## src/lrnc_regs.svh

```systemverilog
// offsets, field positions, reset values and timing counts for the legacy reset/nmi block
// Operation
// - 4D1h bits 7,6,4:1 pick edge/level mode
// - IRQ13 and IRQ8 always edge sensitive
// - read of 60h releases IRQ12, clears IRQ1
// - enabled mouse input drives IRQ12
// - 60h and F0h cycles still reach ISA
// - write F0h asserts ignore, drops IRQ13
// - ignore output only while float error active
// - CF9h resets 00h, bit 2 rise starts reset
// - bit 1 picks hard or soft reset
// - hard reset drives cpu, pci, isa resets
// - power good starts a hard reset
// - bit 2 of CF9h reads zero
// - enable/disable bit write 1 clears status
// - nmi stays high while sources pending
// - mask toggle gives a fresh nmi edge
// - global mask blocks all nmi sources
// - serr sets bit 7, iochk bit 6
// - 061h bits 3,2 enable or clear sources
// - 070h bit 7 masks nmi, resets 1
`ifndef LRNC_REGS_SVH
`define LRNC_REGS_SVH
// ==========================================================
// port addresses
`define LRNC_ADDR_IRQ_RELEASE 16'h0060
`define LRNC_ADDR_NMI_STATUS  16'h0061
`define LRNC_ADDR_NMI_MASK    16'h0070
`define LRNC_ADDR_COPROC_ERR  16'h00f0
`define LRNC_ADDR_UPPER_TRIG  16'h04d1
`define LRNC_ADDR_RESET_REQ   16'h0cf9
// ==========================================================
// field positions and masks
`define LRNC_TRIG_WR_MASK     8'hde
`define LRNC_TRIG_RESET       8'h00
`define LRNC_RST_TYPE_BIT     1
`define LRNC_RST_TRIG_BIT     2
`define LRNC_NMI_SERR_DIS_BIT 2
`define LRNC_NMI_IOCHK_DIS_BIT 3
`define LRNC_NMI_MASK_BIT     7
`define LRNC_TRIG_IRQ13_POS   5
`define LRNC_TRIG_IRQ8_POS    0
// ==========================================================
// timing: times in ns, counts rounded up at the clock rate
`define LRNC_CLK_MHZ          40
`define LRNC_HARD_RST_NS      2000
`define LRNC_SOFT_RST_NS      500
`define LRNC_HARD_RST_CYC     ((`LRNC_HARD_RST_NS * `LRNC_CLK_MHZ + 999) / 1000)
`define LRNC_SOFT_RST_CYC     ((`LRNC_SOFT_RST_NS * `LRNC_CLK_MHZ + 999) / 1000)
`endif

```

## src/lrnc_pkg.sv

```systemverilog
// types shared by the legacy reset/nmi block
package lrnc_pkg;
  // reset sequencer states
  typedef enum logic [1:0] {
    LRNC_RST_IDLE = 2'b00,
    LRNC_RST_HARD = 2'b01,
    LRNC_RST_SOFT = 2'b10
  } lrnc_rst_state_t;
endpackage

```

## src/lrnc_sync.sv

```systemverilog
// three-stage pin synchroniser, output moves once stages two and three agree
module lrnc_sync #(
  parameter int unsigned W       = 1,
  parameter logic [W-1:0] RST_VAL = '0
) (
  input  wire logic         clk,
  input  wire logic         rst,
  input  wire logic [W-1:0] pin_in,
  output logic      [W-1:0] pin_out
);
  logic [W-1:0] s1_ff;
  logic [W-1:0] s2_ff;
  logic [W-1:0] s3_ff;
  logic [W-1:0] out_ff;

  if (W < 1) begin : g_bad_w
    $error("lrnc_sync: width must be at least one");
  end

  // ==========================================================
  // per-bit chain; stage one is read only by stage two
  for (genvar i = 0; i < W; i++) begin : g_bit
    always_ff @(posedge clk) begin
      if (rst) begin
        s1_ff[i]  <= RST_VAL[i];
        s2_ff[i]  <= RST_VAL[i];
        s3_ff[i]  <= RST_VAL[i];
        out_ff[i] <= RST_VAL[i];
      end else begin
        s1_ff[i] <= pin_in[i];
        s2_ff[i] <= s1_ff[i];
        s3_ff[i] <= s2_ff[i];
        // agreement filter drops a single metastable sample
        if (s2_ff[i] == s3_ff[i]) begin
          out_ff[i] <= s3_ff[i];
        end
      end
    end
  end

  assign pin_out = out_ff;
endmodule

```

## src/lrnc_top.sv

```systemverilog
// legacy system-control ports: trigger mode, irq release, coprocessor error, reset, nmi
`include "lrnc_regs.svh"
module lrnc_top #(
  parameter int unsigned HARD_CYC = `LRNC_HARD_RST_CYC,
  parameter int unsigned SOFT_CYC = `LRNC_SOFT_RST_CYC
) (
  input  wire logic        clk,
  input  wire logic        rst,
  input  wire logic [15:0] io_addr,
  input  wire logic        io_rd,
  input  wire logic        io_wr,
  input  wire logic [7:0]  io_wdata,
  output logic      [7:0]  io_rdata,
  output logic             io_rd_hit,
  output logic             isa_fwd,
  input  wire logic        mouse_irq_enable,
  input  wire logic        mouse_irq_input,
  input  wire logic        float_error_n_in,
  input  wire logic        serr_n_in,
  input  wire logic        iochk_n_in,
  input  wire logic        power_good_in,
  output logic             irq12_out,
  output logic             irq1_clear,
  output logic             irq13_req,
  output logic             ignore_numeric_error_n_out,
  output logic      [7:0]  edge_level_select,
  output logic             processor_reset_out,
  output logic             pci_reset_n_out,
  output logic             isa_reset_drive,
  output logic             nmi_out
);
  // ==========================================================
  // elaboration checks
  if (HARD_CYC < 1 || HARD_CYC > 65535 || SOFT_CYC < 1 || SOFT_CYC > 65535) begin : g_bad
    $error("lrnc_top: reset lengths must be 1..65535 cycles");
  end

  function automatic logic at(input logic [15:0] a, input logic [15:0] port);
    return a == port;
  endfunction

  // ==========================================================
  // pin synchronisers
  logic [4:0] pins_s;
  logic       mouse_s;
  logic       fpe_n_s;
  logic       serr_n_s;
  logic       iochk_n_s;
  logic       pg_s;
  lrnc_sync #(.W(5), .RST_VAL(5'h0e)) u_sync (
    .clk     (clk),
    .rst     (rst),
    .pin_in  ({power_good_in, iochk_n_in, serr_n_in, float_error_n_in, mouse_irq_input}),
    .pin_out (pins_s)
  );
  assign mouse_s   = pins_s[0];
  assign fpe_n_s   = pins_s[1];
  assign serr_n_s  = pins_s[2];
  assign iochk_n_s = pins_s[3];
  assign pg_s      = pins_s[4];

  // previous synced values for edge detection
  logic mouse_q_ff;
  logic fpe_n_q_ff;
  logic serr_n_q_ff;
  always_ff @(posedge clk) begin
    if (rst) begin
      mouse_q_ff  <= 1'b0;
      fpe_n_q_ff  <= 1'b1;
      serr_n_q_ff <= 1'b1;
    end else begin
      mouse_q_ff  <= mouse_s;
      fpe_n_q_ff  <= fpe_n_s;
      serr_n_q_ff <= serr_n_s;
    end
  end

  logic mouse_rise;
  logic fpe_fall;
  logic serr_fall;
  assign mouse_rise = mouse_s & ~mouse_q_ff;
  assign fpe_fall   = ~fpe_n_s & fpe_n_q_ff;
  assign serr_fall  = ~serr_n_s & serr_n_q_ff;

  // ==========================================================
  // address decode
  logic rd60;
  logic wr61;
  logic wr70;
  logic wrf0;
  logic wr4d1;
  logic wrcf9;
  assign rd60  = io_rd & at(io_addr, `LRNC_ADDR_IRQ_RELEASE);
  assign wr61  = io_wr & at(io_addr, `LRNC_ADDR_NMI_STATUS);
  assign wr70  = io_wr & at(io_addr, `LRNC_ADDR_NMI_MASK);
  assign wrf0  = io_wr & at(io_addr, `LRNC_ADDR_COPROC_ERR);
  assign wr4d1 = io_wr & at(io_addr, `LRNC_ADDR_UPPER_TRIG);
  assign wrcf9 = io_wr & at(io_addr, `LRNC_ADDR_RESET_REQ);

  // ==========================================================
  // upper trigger-mode register; reserved bits forced to zero
  logic [7:0] trig_ff;
  always_ff @(posedge clk) begin
    if (rst) begin
      trig_ff <= `LRNC_TRIG_RESET;
    end else if (wr4d1) begin
      trig_ff <= io_wdata & `LRNC_TRIG_WR_MASK;
    end
  end

  // irq13 and irq8 carry no select bit, so they stay edge
  logic [7:0] els_ff;
  always_ff @(posedge clk) begin
    if (rst) begin
      els_ff <= `LRNC_TRIG_RESET;
    end else begin
      els_ff                       <= trig_ff;
      els_ff[`LRNC_TRIG_IRQ13_POS] <= 1'b0;
      els_ff[`LRNC_TRIG_IRQ8_POS]  <= 1'b0;
    end
  end

  // ==========================================================
  // mouse and keyboard interrupt release; a new edge beats the release
  logic irq12_ff;
  logic irq1_clr_ff;
  always_ff @(posedge clk) begin
    if (rst) begin
      irq12_ff    <= 1'b0;
      irq1_clr_ff <= 1'b0;
    end else begin
      irq1_clr_ff <= rd60;
      if (mouse_irq_enable && mouse_rise) begin
        irq12_ff <= 1'b1;
      end else if (rd60) begin
        irq12_ff <= 1'b0;
      end
    end
  end

  // ==========================================================
  // coprocessor error: irq13 request and ignore-numeric-error
  logic irq13_ff;
  logic ign_ff;
  logic ignore_n_ff;
  always_ff @(posedge clk) begin
    if (rst) begin
      irq13_ff <= 1'b0;
    end else if (fpe_fall) begin
      irq13_ff <= 1'b1; // fresh error wins over the write
    end else if (wrf0) begin
      irq13_ff <= 1'b0;
    end
  end

  // latch holds only while the error input is active
  always_ff @(posedge clk) begin
    if (rst) begin
      ign_ff      <= 1'b0;
      ignore_n_ff <= 1'b1;
    end else begin
      ign_ff      <= (wrf0 | ign_ff) & ~fpe_n_s;
      ignore_n_ff <= ~((wrf0 | ign_ff) & ~fpe_n_s);
    end
  end

  // ==========================================================
  // reset request register and sequencer
  logic                     req_type_ff;
  logic                     req_trig_ff;
  logic                     req_start;
  lrnc_pkg::lrnc_rst_state_t state_ff;
  lrnc_pkg::lrnc_rst_state_t nxt_state;
  logic [15:0]              cnt_ff;
  logic [15:0]              nxt_cnt;

  assign req_start = wrcf9 & io_wdata[`LRNC_RST_TRIG_BIT] & ~req_trig_ff;

  always_ff @(posedge clk) begin
    if (rst) begin
      req_type_ff <= 1'b0;
      req_trig_ff <= 1'b0;
    end else if (wrcf9) begin
      req_type_ff <= io_wdata[`LRNC_RST_TYPE_BIT];
      req_trig_ff <= io_wdata[`LRNC_RST_TRIG_BIT];
    end
  end

  // power loss holds a hard reset; it counts out once power is good
  always_comb begin
    nxt_state = state_ff;
    nxt_cnt   = cnt_ff;
    if (!pg_s) begin
      nxt_state = lrnc_pkg::LRNC_RST_HARD;
      nxt_cnt   = 16'(HARD_CYC);
    end else if (req_start && io_wdata[`LRNC_RST_TYPE_BIT]) begin
      nxt_state = lrnc_pkg::LRNC_RST_HARD;
      nxt_cnt   = 16'(HARD_CYC);
    end else if (req_start) begin
      nxt_state = lrnc_pkg::LRNC_RST_SOFT;
      nxt_cnt   = 16'(SOFT_CYC);
    end else begin
      case (state_ff)
        lrnc_pkg::LRNC_RST_IDLE: nxt_state = lrnc_pkg::LRNC_RST_IDLE;
        lrnc_pkg::LRNC_RST_HARD,
        lrnc_pkg::LRNC_RST_SOFT: begin
          if (cnt_ff <= 16'h0001) begin
            nxt_state = lrnc_pkg::LRNC_RST_IDLE;
            nxt_cnt   = 16'h0000;
          end else begin
            nxt_cnt = cnt_ff - 16'h0001;
          end
        end
        default: nxt_state = lrnc_pkg::LRNC_RST_IDLE;
      endcase
    end
  end

  // outputs are registered from the next state so they switch with it
  logic cpu_rst_ff;
  logic pci_rst_n_ff;
  logic isa_rst_ff;
  always_ff @(posedge clk) begin
    if (rst) begin
      state_ff     <= lrnc_pkg::LRNC_RST_IDLE;
      cnt_ff       <= 16'h0000;
      cpu_rst_ff   <= 1'b0;
      pci_rst_n_ff <= 1'b1;
      isa_rst_ff   <= 1'b0;
    end else begin
      state_ff     <= nxt_state;
      cnt_ff       <= nxt_cnt;
      cpu_rst_ff   <= nxt_state != lrnc_pkg::LRNC_RST_IDLE;
      pci_rst_n_ff <= nxt_state != lrnc_pkg::LRNC_RST_HARD;
      isa_rst_ff   <= nxt_state == lrnc_pkg::LRNC_RST_HARD;
    end
  end

  // ==========================================================
  // nmi sources; a status sets only while its source is enabled
  logic serr_dis_ff;
  logic iochk_dis_ff;
  logic serr_st_ff;
  logic iochk_st_ff;
  logic mask_ff;
  logic nmi_ff;
  always_ff @(posedge clk) begin
    if (rst) begin
      serr_dis_ff  <= 1'b0;
      iochk_dis_ff <= 1'b0;
      mask_ff      <= 1'b1;
    end else begin
      if (wr61) begin
        serr_dis_ff  <= io_wdata[`LRNC_NMI_SERR_DIS_BIT];
        iochk_dis_ff <= io_wdata[`LRNC_NMI_IOCHK_DIS_BIT];
      end
      if (wr70) begin
        mask_ff <= io_wdata[`LRNC_NMI_MASK_BIT];
      end
    end
  end

  // writing 1 to a disable bit clears that status at once
  always_ff @(posedge clk) begin
    if (rst) begin
      serr_st_ff  <= 1'b0;
      iochk_st_ff <= 1'b0;
    end else begin
      if (wr61 && io_wdata[`LRNC_NMI_SERR_DIS_BIT]) begin
        serr_st_ff <= 1'b0;
      end else if (serr_fall && !serr_dis_ff) begin
        serr_st_ff <= 1'b1;
      end
      if (wr61 && io_wdata[`LRNC_NMI_IOCHK_DIS_BIT]) begin
        iochk_st_ff <= 1'b0;
      end else if (!iochk_n_s && !iochk_dis_ff) begin
        iochk_st_ff <= 1'b1;
      end
    end
  end

  // level output; toggling the mask re-creates the edge the cpu needs
  always_ff @(posedge clk) begin
    if (rst) begin
      nmi_ff <= 1'b0;
    end else begin
      nmi_ff <= ~mask_ff & (serr_st_ff | iochk_st_ff);
    end
  end

  // ==========================================================
  // read data and isa forwarding
  logic [7:0] rdata_ff;
  logic       rd_hit_ff;
  logic       fwd_ff;
  always_ff @(posedge clk) begin
    if (rst) begin
      rdata_ff  <= 8'h00;
      rd_hit_ff <= 1'b0;
      fwd_ff    <= 1'b0;
    end else begin
      fwd_ff    <= (io_rd | io_wr) & (at(io_addr, `LRNC_ADDR_IRQ_RELEASE)
                   | at(io_addr, `LRNC_ADDR_COPROC_ERR)
                   | at(io_addr, `LRNC_ADDR_NMI_MASK));
      rd_hit_ff <= 1'b0;
      rdata_ff  <= 8'h00;
      if (io_rd) begin
        if (at(io_addr, `LRNC_ADDR_UPPER_TRIG)) begin
          rd_hit_ff <= 1'b1;
          rdata_ff  <= trig_ff;
        end else if (at(io_addr, `LRNC_ADDR_RESET_REQ)) begin
          rd_hit_ff <= 1'b1;
          rdata_ff  <= {6'h00, req_type_ff, 1'b0};
        end else if (at(io_addr, `LRNC_ADDR_NMI_STATUS)) begin
          rd_hit_ff <= 1'b1;
          rdata_ff  <= {serr_st_ff, iochk_st_ff, 2'h0, iochk_dis_ff, serr_dis_ff, 2'h0};
        end
      end
    end
  end

  // ==========================================================
  // outputs
  assign io_rdata                   = rdata_ff;
  assign io_rd_hit                  = rd_hit_ff;
  assign isa_fwd                    = fwd_ff;
  assign irq12_out                  = irq12_ff;
  assign irq1_clear                 = irq1_clr_ff;
  assign irq13_req                  = irq13_ff;
  assign ignore_numeric_error_n_out = ignore_n_ff;
  assign edge_level_select          = els_ff;
  assign processor_reset_out        = cpu_rst_ff;
  assign pci_reset_n_out            = pci_rst_n_ff;
  assign isa_reset_drive            = isa_rst_ff;
  assign nmi_out                    = nmi_ff;
endmodule

```

## config.mk

```make
export PLATFORM = sky130hd
export DESIGN_NAME = lrnc_top
export DESIGN_NICKNAME = d
export VERILOG_FILES = /design/src/lrnc_pkg.sv /design/src/lrnc_sync.sv /design/src/lrnc_top.sv
export VERILOG_INCLUDE_DIRS = /design/src /design/src/src
export SDC_FILE = /design/constraint.sdc
export NUM_CORES = 1
export LEC_CHECK = 0
export ABC_AREA = 1
export BUFFER_PORTS_ARGS = -buffer_cell sky130_fd_sc_hd__clkbuf_2
export CAP_MARGIN = 20
export CORE_ASPECT_RATIO = 0.6
export CORE_UTILIZATION = 40
export CTS_BUF_LIST = sky130_fd_sc_hd__clkbuf_8
export CTS_CLUSTER_DIAMETER = 150
export DETAILED_ROUTE_END_ITERATION = 12
export PLACE_DENSITY = 0.71
export SLEW_MARGIN = 20
export SYNTH_ARGS = -nofsm -noshare
export SYNTH_HDL_FRONTEND = slang
export SYNTH_SLANG_ARGS = --single-unit
```

## constraint.sdc

```tcl
create_clock -name clk -period 1.7 [get_ports clk]
set_input_delay 0.425 -clock clk [delete_from_list [all_inputs] [get_ports clk]]
set_output_delay 0.425 -clock clk [all_outputs]
set_load 0.02 [all_outputs]
```

# [Yosys cells after proc, flatten, opt, wreduce, memory -nomap -nowiden]
# Index checks and enable logic that the tools add are counted.
[totals] output_inout_bits=26 regBits=81
[op_classes] bitwise=27 reduce_logical=20 order_cmp=1 n_mux=20 addsub=1 n_eq_ne=16
[ops] op="$eq 16x7->1 const B" count=3
[ops] op="$mux 7" count=4
[ops] op="$mux 8" count=3
[ops] op="$eq 16x11->1 const B" count=1
[ops] op="$eq 16x12->1 const B" count=1
[ops] op="$eq 16x8->1 const B" count=1
[ops] op="$le 16x1->1 const B" count=1
[ops] op="$mux 16" count=1
[ops] op="$sub 16x1->16 const B" count=1
[ops] op="$and 1x1->1" count=14
[ops] op="$mux 2" count=5
[ops] op="$not 1->1" count=8
[ops] op="$reduce_bool 2->1" count=4
[ops] op="$reduce_or 2->1" count=4
[ops] op="$reduce_or 4->1" count=2
[ops] op="$mux 1" count=7
[ops] op="$logic_and 1x1->1" count=6
[ops] op="$eq 1x1->1" count=5
[ops] op="$or 1x1->1" count=5
[ops] op="$eq 2x1->1 const B" count=2
[ops] op="$ne 4x4->1 const B" count=1
[ops] op="$logic_not 1->1" count=3
[ops] op="$reduce_or 3->1" count=1
[ops] op="$eq 2x2->1 const B" count=1
[ops] op="$ne 2x1->1 const B" count=1

# [Longest topological paths before layout]
[depth] depth_word=8 mapped_depth=11 depth_no_buf=11

# [Modules after synthesis]
# From an unflattened synthesis, not the netlist that was laid out.
[hier_totals] cells_unflattened=428 area_unflattened_um2=3250.6
[modules_own_cells] mod="lrnc_top" cells_each=354 seq_area_each_um2=1141.1 n_inst=1 area_each_um2=2608.8
[modules_own_cells] mod="lrnc_sync" cells_each=74 seq_area_each_um2=400.4 n_inst=1 area_each_um2=641.9

# [Worst setup path before layout]
# Ideal clock, no wire load.
[synth_timing] path_kind="input -> register" startpoint="input io_addr[13]" endpoint="register cnt_ff[14]" setup_slack_ns=0.202 setup_ns=0.116 arrival_time_ns=1.382 t_required_ns=1.584 n_path_buf=1 cell_stages=11 cell_sequence="inv_1 -> nand2_1 -> nor2_2 -> nand2_1 -> nor2_4 -> nand4_4 -> nand2_2 -> inv_2 -> nand3b_2 -> buf_6 -> nor2_1"
[synth_between] elab_chain_cells=6
[synth_lines] element="start: declaration" line_no="lrnc_top.sv:9" text="input wire logic [15:0] io_addr,"
[synth_lines] element="$eq 16x12->1 *" line_no="lrnc_top.sv:39" text="return a == port;"
[synth_lines] element="$and 1x1->1 *" line_no="lrnc_top.sv:98" text="assign wrcf9 = io_wr & at(io_addr, `LRNC_ADDR_RESET_REQ);"
[synth_lines] element="$and 1x1->1 * (2 in series)" line_no="lrnc_top.sv:177" text="assign req_start = wrcf9 & io_wdata[`LRNC_RST_TRIG_BIT] & ~req_trig_ff;"
[synth_lines] element="$logic_and 1x1->1" line_no="lrnc_top.sv:196" text="end else if (req_start && io_wdata[`LRNC_RST_TYPE_BIT]) begin"
[synth_lines] element="$reduce_or 4->1 (no source line) *"
[synth_lines] element="end signal: assignment" line_no="lrnc_top.sv:232" text="cnt_ff <= nxt_cnt;"
[synth_lines] element="end: declaration" line_no="lrnc_top.sv:174" text="logic [15:0] cnt_ff;"
# Mark *: on every way between the ends. The rest lies on a longest branch, timed or not.
# A chain may end at the register's enable or synchronous reset.

# [Worst setup path after layout]
[layout_timing] startpoint="register cnt_ff[0]" endpoint="register cpu_rst_ff (netlist: processor_reset_out)"
[layout_between] elab_chain_cells=7
[layout_lines] element="$le 16x1->1" line_no="lrnc_top.sv:207" text="if (cnt_ff <= 16'h0001) begin"
[layout_lines] element="$mux 2" line_no="lrnc_top.sv:207"
[layout_lines] element="$mux 2" line_no="lrnc_top.sv:203" text="case (state_ff)"
[layout_lines] element="$mux 2" line_no="lrnc_top.sv:199" text="end else if (req_start) begin"
[layout_lines] element="$mux 2" line_no="lrnc_top.sv:196"
[layout_lines] element="$mux 2" line_no="lrnc_top.sv:193" text="if (!pg_s) begin"
[layout_lines] element="$reduce_bool 2->1" line_no="lrnc_top.sv:233" text="cpu_rst_ff <= nxt_state != lrnc_pkg::LRNC_RST_IDLE;"
[layout_lines] element="end signal: assignment" line_no="lrnc_top.sv:233"
[layout_lines] element="end: declaration" line_no="lrnc_top.sv:220" text="logic cpu_rst_ff;"
# Every way passes these cells.

==> results by group <==
Global routing
  – GRT Residual Overflow: 0
  – Total GRT Usage: 0.1770
  – Largest net degree at the start of global routing: 37
  – First-pass GRT wire length: 11160 um
  – Initial antenna violation count: 0
  – Vias in the first global route: 2409

Finish
  – Fill cell count: 710
  – P&R area growth vs syn: 21.98%
  – Ant. Diodes: 0
  – Share of cells above drive strength 1: 0.2449
  – Final core utilization: 0.5175
  – Area of the multi-input gates: 1350 um2
  – Fin cells: 594
  – Final-stage net count: 521
  – Design area: 3854 um2
  – FF/Latch Area: 1541 um2

Floorplan
  – CORE AREA: 7447 um2
  – Chip width: 116.7 um
  – Die area: 8270 um2
  – Num rows: 24
  – Starting Density: 0.4242
  – Die H: 70.84 um
  – I/O Pins: 60

CTS
  – CTS tree: yes
  – Longest Clk Path Bufs: 2
  – Post-CTS Setup Repair Bufs: 0
  – CTS Buf Count: 9
  – Hold buffers post-CTS: 0
  – Clock-pin slew on the worst setup and hold paths: 80 ps
  – TritonCTS Sinks: 77
  – Total number of H-tree levels: 3
  – Root Driver: clkbuf_8
  – Latest clock arrival within the worst-skew pair: 350 ps

Worst hold path
  – Hold Crit Class: input pin to flip-flop

STA
  – Max Freq: 0.6531 GHz
  – Fin crit period: 1531 ps
  – Final Max Tran Viols: 0
  – Period utilisation layout: 0.9007
  – Final hold violations: 0
  – Layout Skew: 7.896 ps
  – Final worst slack: 168.8 ps
  – Setup violators final: 0
  – Setup_tns: 0 ps
  – Hold slack: 249.8 ps

Synth
  – Synth Instances: 413
  – Mapped cell area: 3159 um2
  – Synth top area cells: dfxtp_1, nor2_1, inv_1
  – Synth area leader: dfxtp_1
  – #FFs+latches synth: 77
  – Fraction of registers with async set/reset: 0
  – Synth top area share: 0.4879
  – Distinct cell type count after synthesis: 30
  – Post-synth EDFFs: 0
  – Avg Cell Area, Syn: 7.650 um2
  – Yosys warning count: 0
  – Synth Flop Type: dfxtp_1
  – Commonest cells in the netlist: dfxtp_1, nor2_1, inv_1, nand2_1, nand3_1
  – Sequential-to-total area share from yosys stat: 0.4879

Power
  – Total power: 3.386 mW
  – Leakage Power: 1.816 nW
  – Pwr Density: 878.5 nW/um2
  – Maximum vdd drop: 518.7 uV

Setup path
  – Startpoint Class: flip-flop
  – WP data required: 1990 ps
  – CP max stage delay: 370 ps
  – Worst path arrival time: 1820 ps
  – Setup CP Type: flip-flop to flip-flop
  – Crit path max-delay cell type: dfxtp_1
  – CP max FO: 4
  – CP Capture Type: flip-flop
  – Crit path buf inv count: 2
  – Critical-path cell list: inv_1 -> ha_1 -> buf_4 -> o211ai_1 -> nor3_2 -> o21ai_0 -> nand3_1 -> nand2_1
  – Worst path top cell family by delay: flip-flops

Run status
  – Status: finished, final reports clean

Route
  – Antenna viol nets, final: 0
  – Residual DRC: 0
  – WL final: 6788 um
  – DRT iter0 DRCs: 243
  – Drt pass-1 iters: 5
  – Mean number of vias per cell: 4.574
  – WL/cell: 11.43 um
  – Vias: 2717

Placement
  – DP Cell Count: 577
  – Post-DP HPWL: 5114 um
  – IO buf count: 53
  – RePlAce Congestion: 0.8708
  – Post-place instance area: 3622 um2
  – Placement Setup Slack: -44.08 ps

Run
  – Max_cap viols: 0
-- where the power goes --
| group | leakage [nW] | total (mW) | internal, mW | switching [mW] |
|---|---|---|---|---|
| sequential | 0.626 | 1.84 | 1.83 | 0.0104 |
| clock | 0.0982 | 1.32 | 0.669 | 0.649 |
| combinational | 1.09 | 0.231 | 0.0895 | 0.142 |
-- state kept, by name, indices dropped and copies added (netlist names), 2 cells and up --
name and flops:
cnt_ff 16, edge_level_select 6, io_rdata 6, trig_ff 6, u_sync.pin_out 5, u_sync.s1_ff 5, u_sync.s2_ff 5, u_sync.s3_ff 5
state_ff 2
-- cell families (layout without fill, tap and decap cells) --
logic type / count (synthesis) / in the layout / synth area share
flip-flops: 77 / 77 / 0.4879
AO/OA/AOI/OAI: 37 / 37 / 0.06495
AND/OR/NAND/NOR: 206 / 207 / 0.3006
other: 1 / 4 / 0.001187
buffers and inverters: 77 / 150 / 0.1014
XOR/XNOR: 13 / 13 / 0.03604
adder cells (fa/ha/maj): 2 / 2 / 0.007920
-- path summary, 6_finish.rpt --
check / start / to / slack, ps / cells after the start
setup / recovery: cnt_ff[0] / processor_reset_out / 170 / 8
hold / removal: float_error_n_in / u_sync.s1_ff[1] / 250 / 2
setup reg to reg: cnt_ff[0] / processor_reset_out / 170 / 8
hold reg to reg: u_sync.s1_ff[0] / u_sync.s2_ff[0] / 410 / 2
-- metal layers --
metal	wire length, um	vias up	share of wire	global-route usage
met3	644	6	0.095	0.07712
met5	0	-	0	0
met2	2661	100	0.39	0.2341
met1	3414	1183	0.50	0.2587
met4	68	0	0.010	0.04501
li1	-	1428	-	-
-- final cells by class --
type | count | area share
clock buffers | 9 | 0.03214
clock inverters | 7 | 0.01721
inverters | 65 | 0.06331
multi-input cells | 263 | 0.3503
flip-flops and latches | 77 | 0.4000
well taps | 104 | 0.03377
repair buffers | 69 | 0.1032
-- what timing repair did --
| item | CTS | global route |
|---|---|---|
| gates resized for setup | 1 | 5 |
| setup endpoints to repair | 12 | 13 |
| pin swaps | 0 | 0 |
| cloned | 0 | 1 |
-- placed cells by master, fill, tap and decap left out, types with 2 or more instances in the layout --
cell	Yosys	layout
dfxtp_1	77	77
or2_2	12	12
nand3b_1	2	2
inv_2	5	5
nand2_2	6	6
nor2_1	77	74
ha_1	2	2
xnor2_1	5	5
o21ai_0	11	11
a21oi_1	18	18
nand3b_4	0	2
nor3_1	8	7
nor2_4	2	2
buf_4	4	15
clkbuf_2	0	53
nor2_2	3	6
clkbuf_8	0	9
clkinvlp_4	0	2
nand3_1	25	25
nand2_1	58	58
conb_1	1	4
nand4_1	6	6
a211oi_1	7	7
xor2_1	8	8
nand3_2	2	2
inv_1	60	62
nor4_1	2	2
Power figures use the tool's default switching activity.
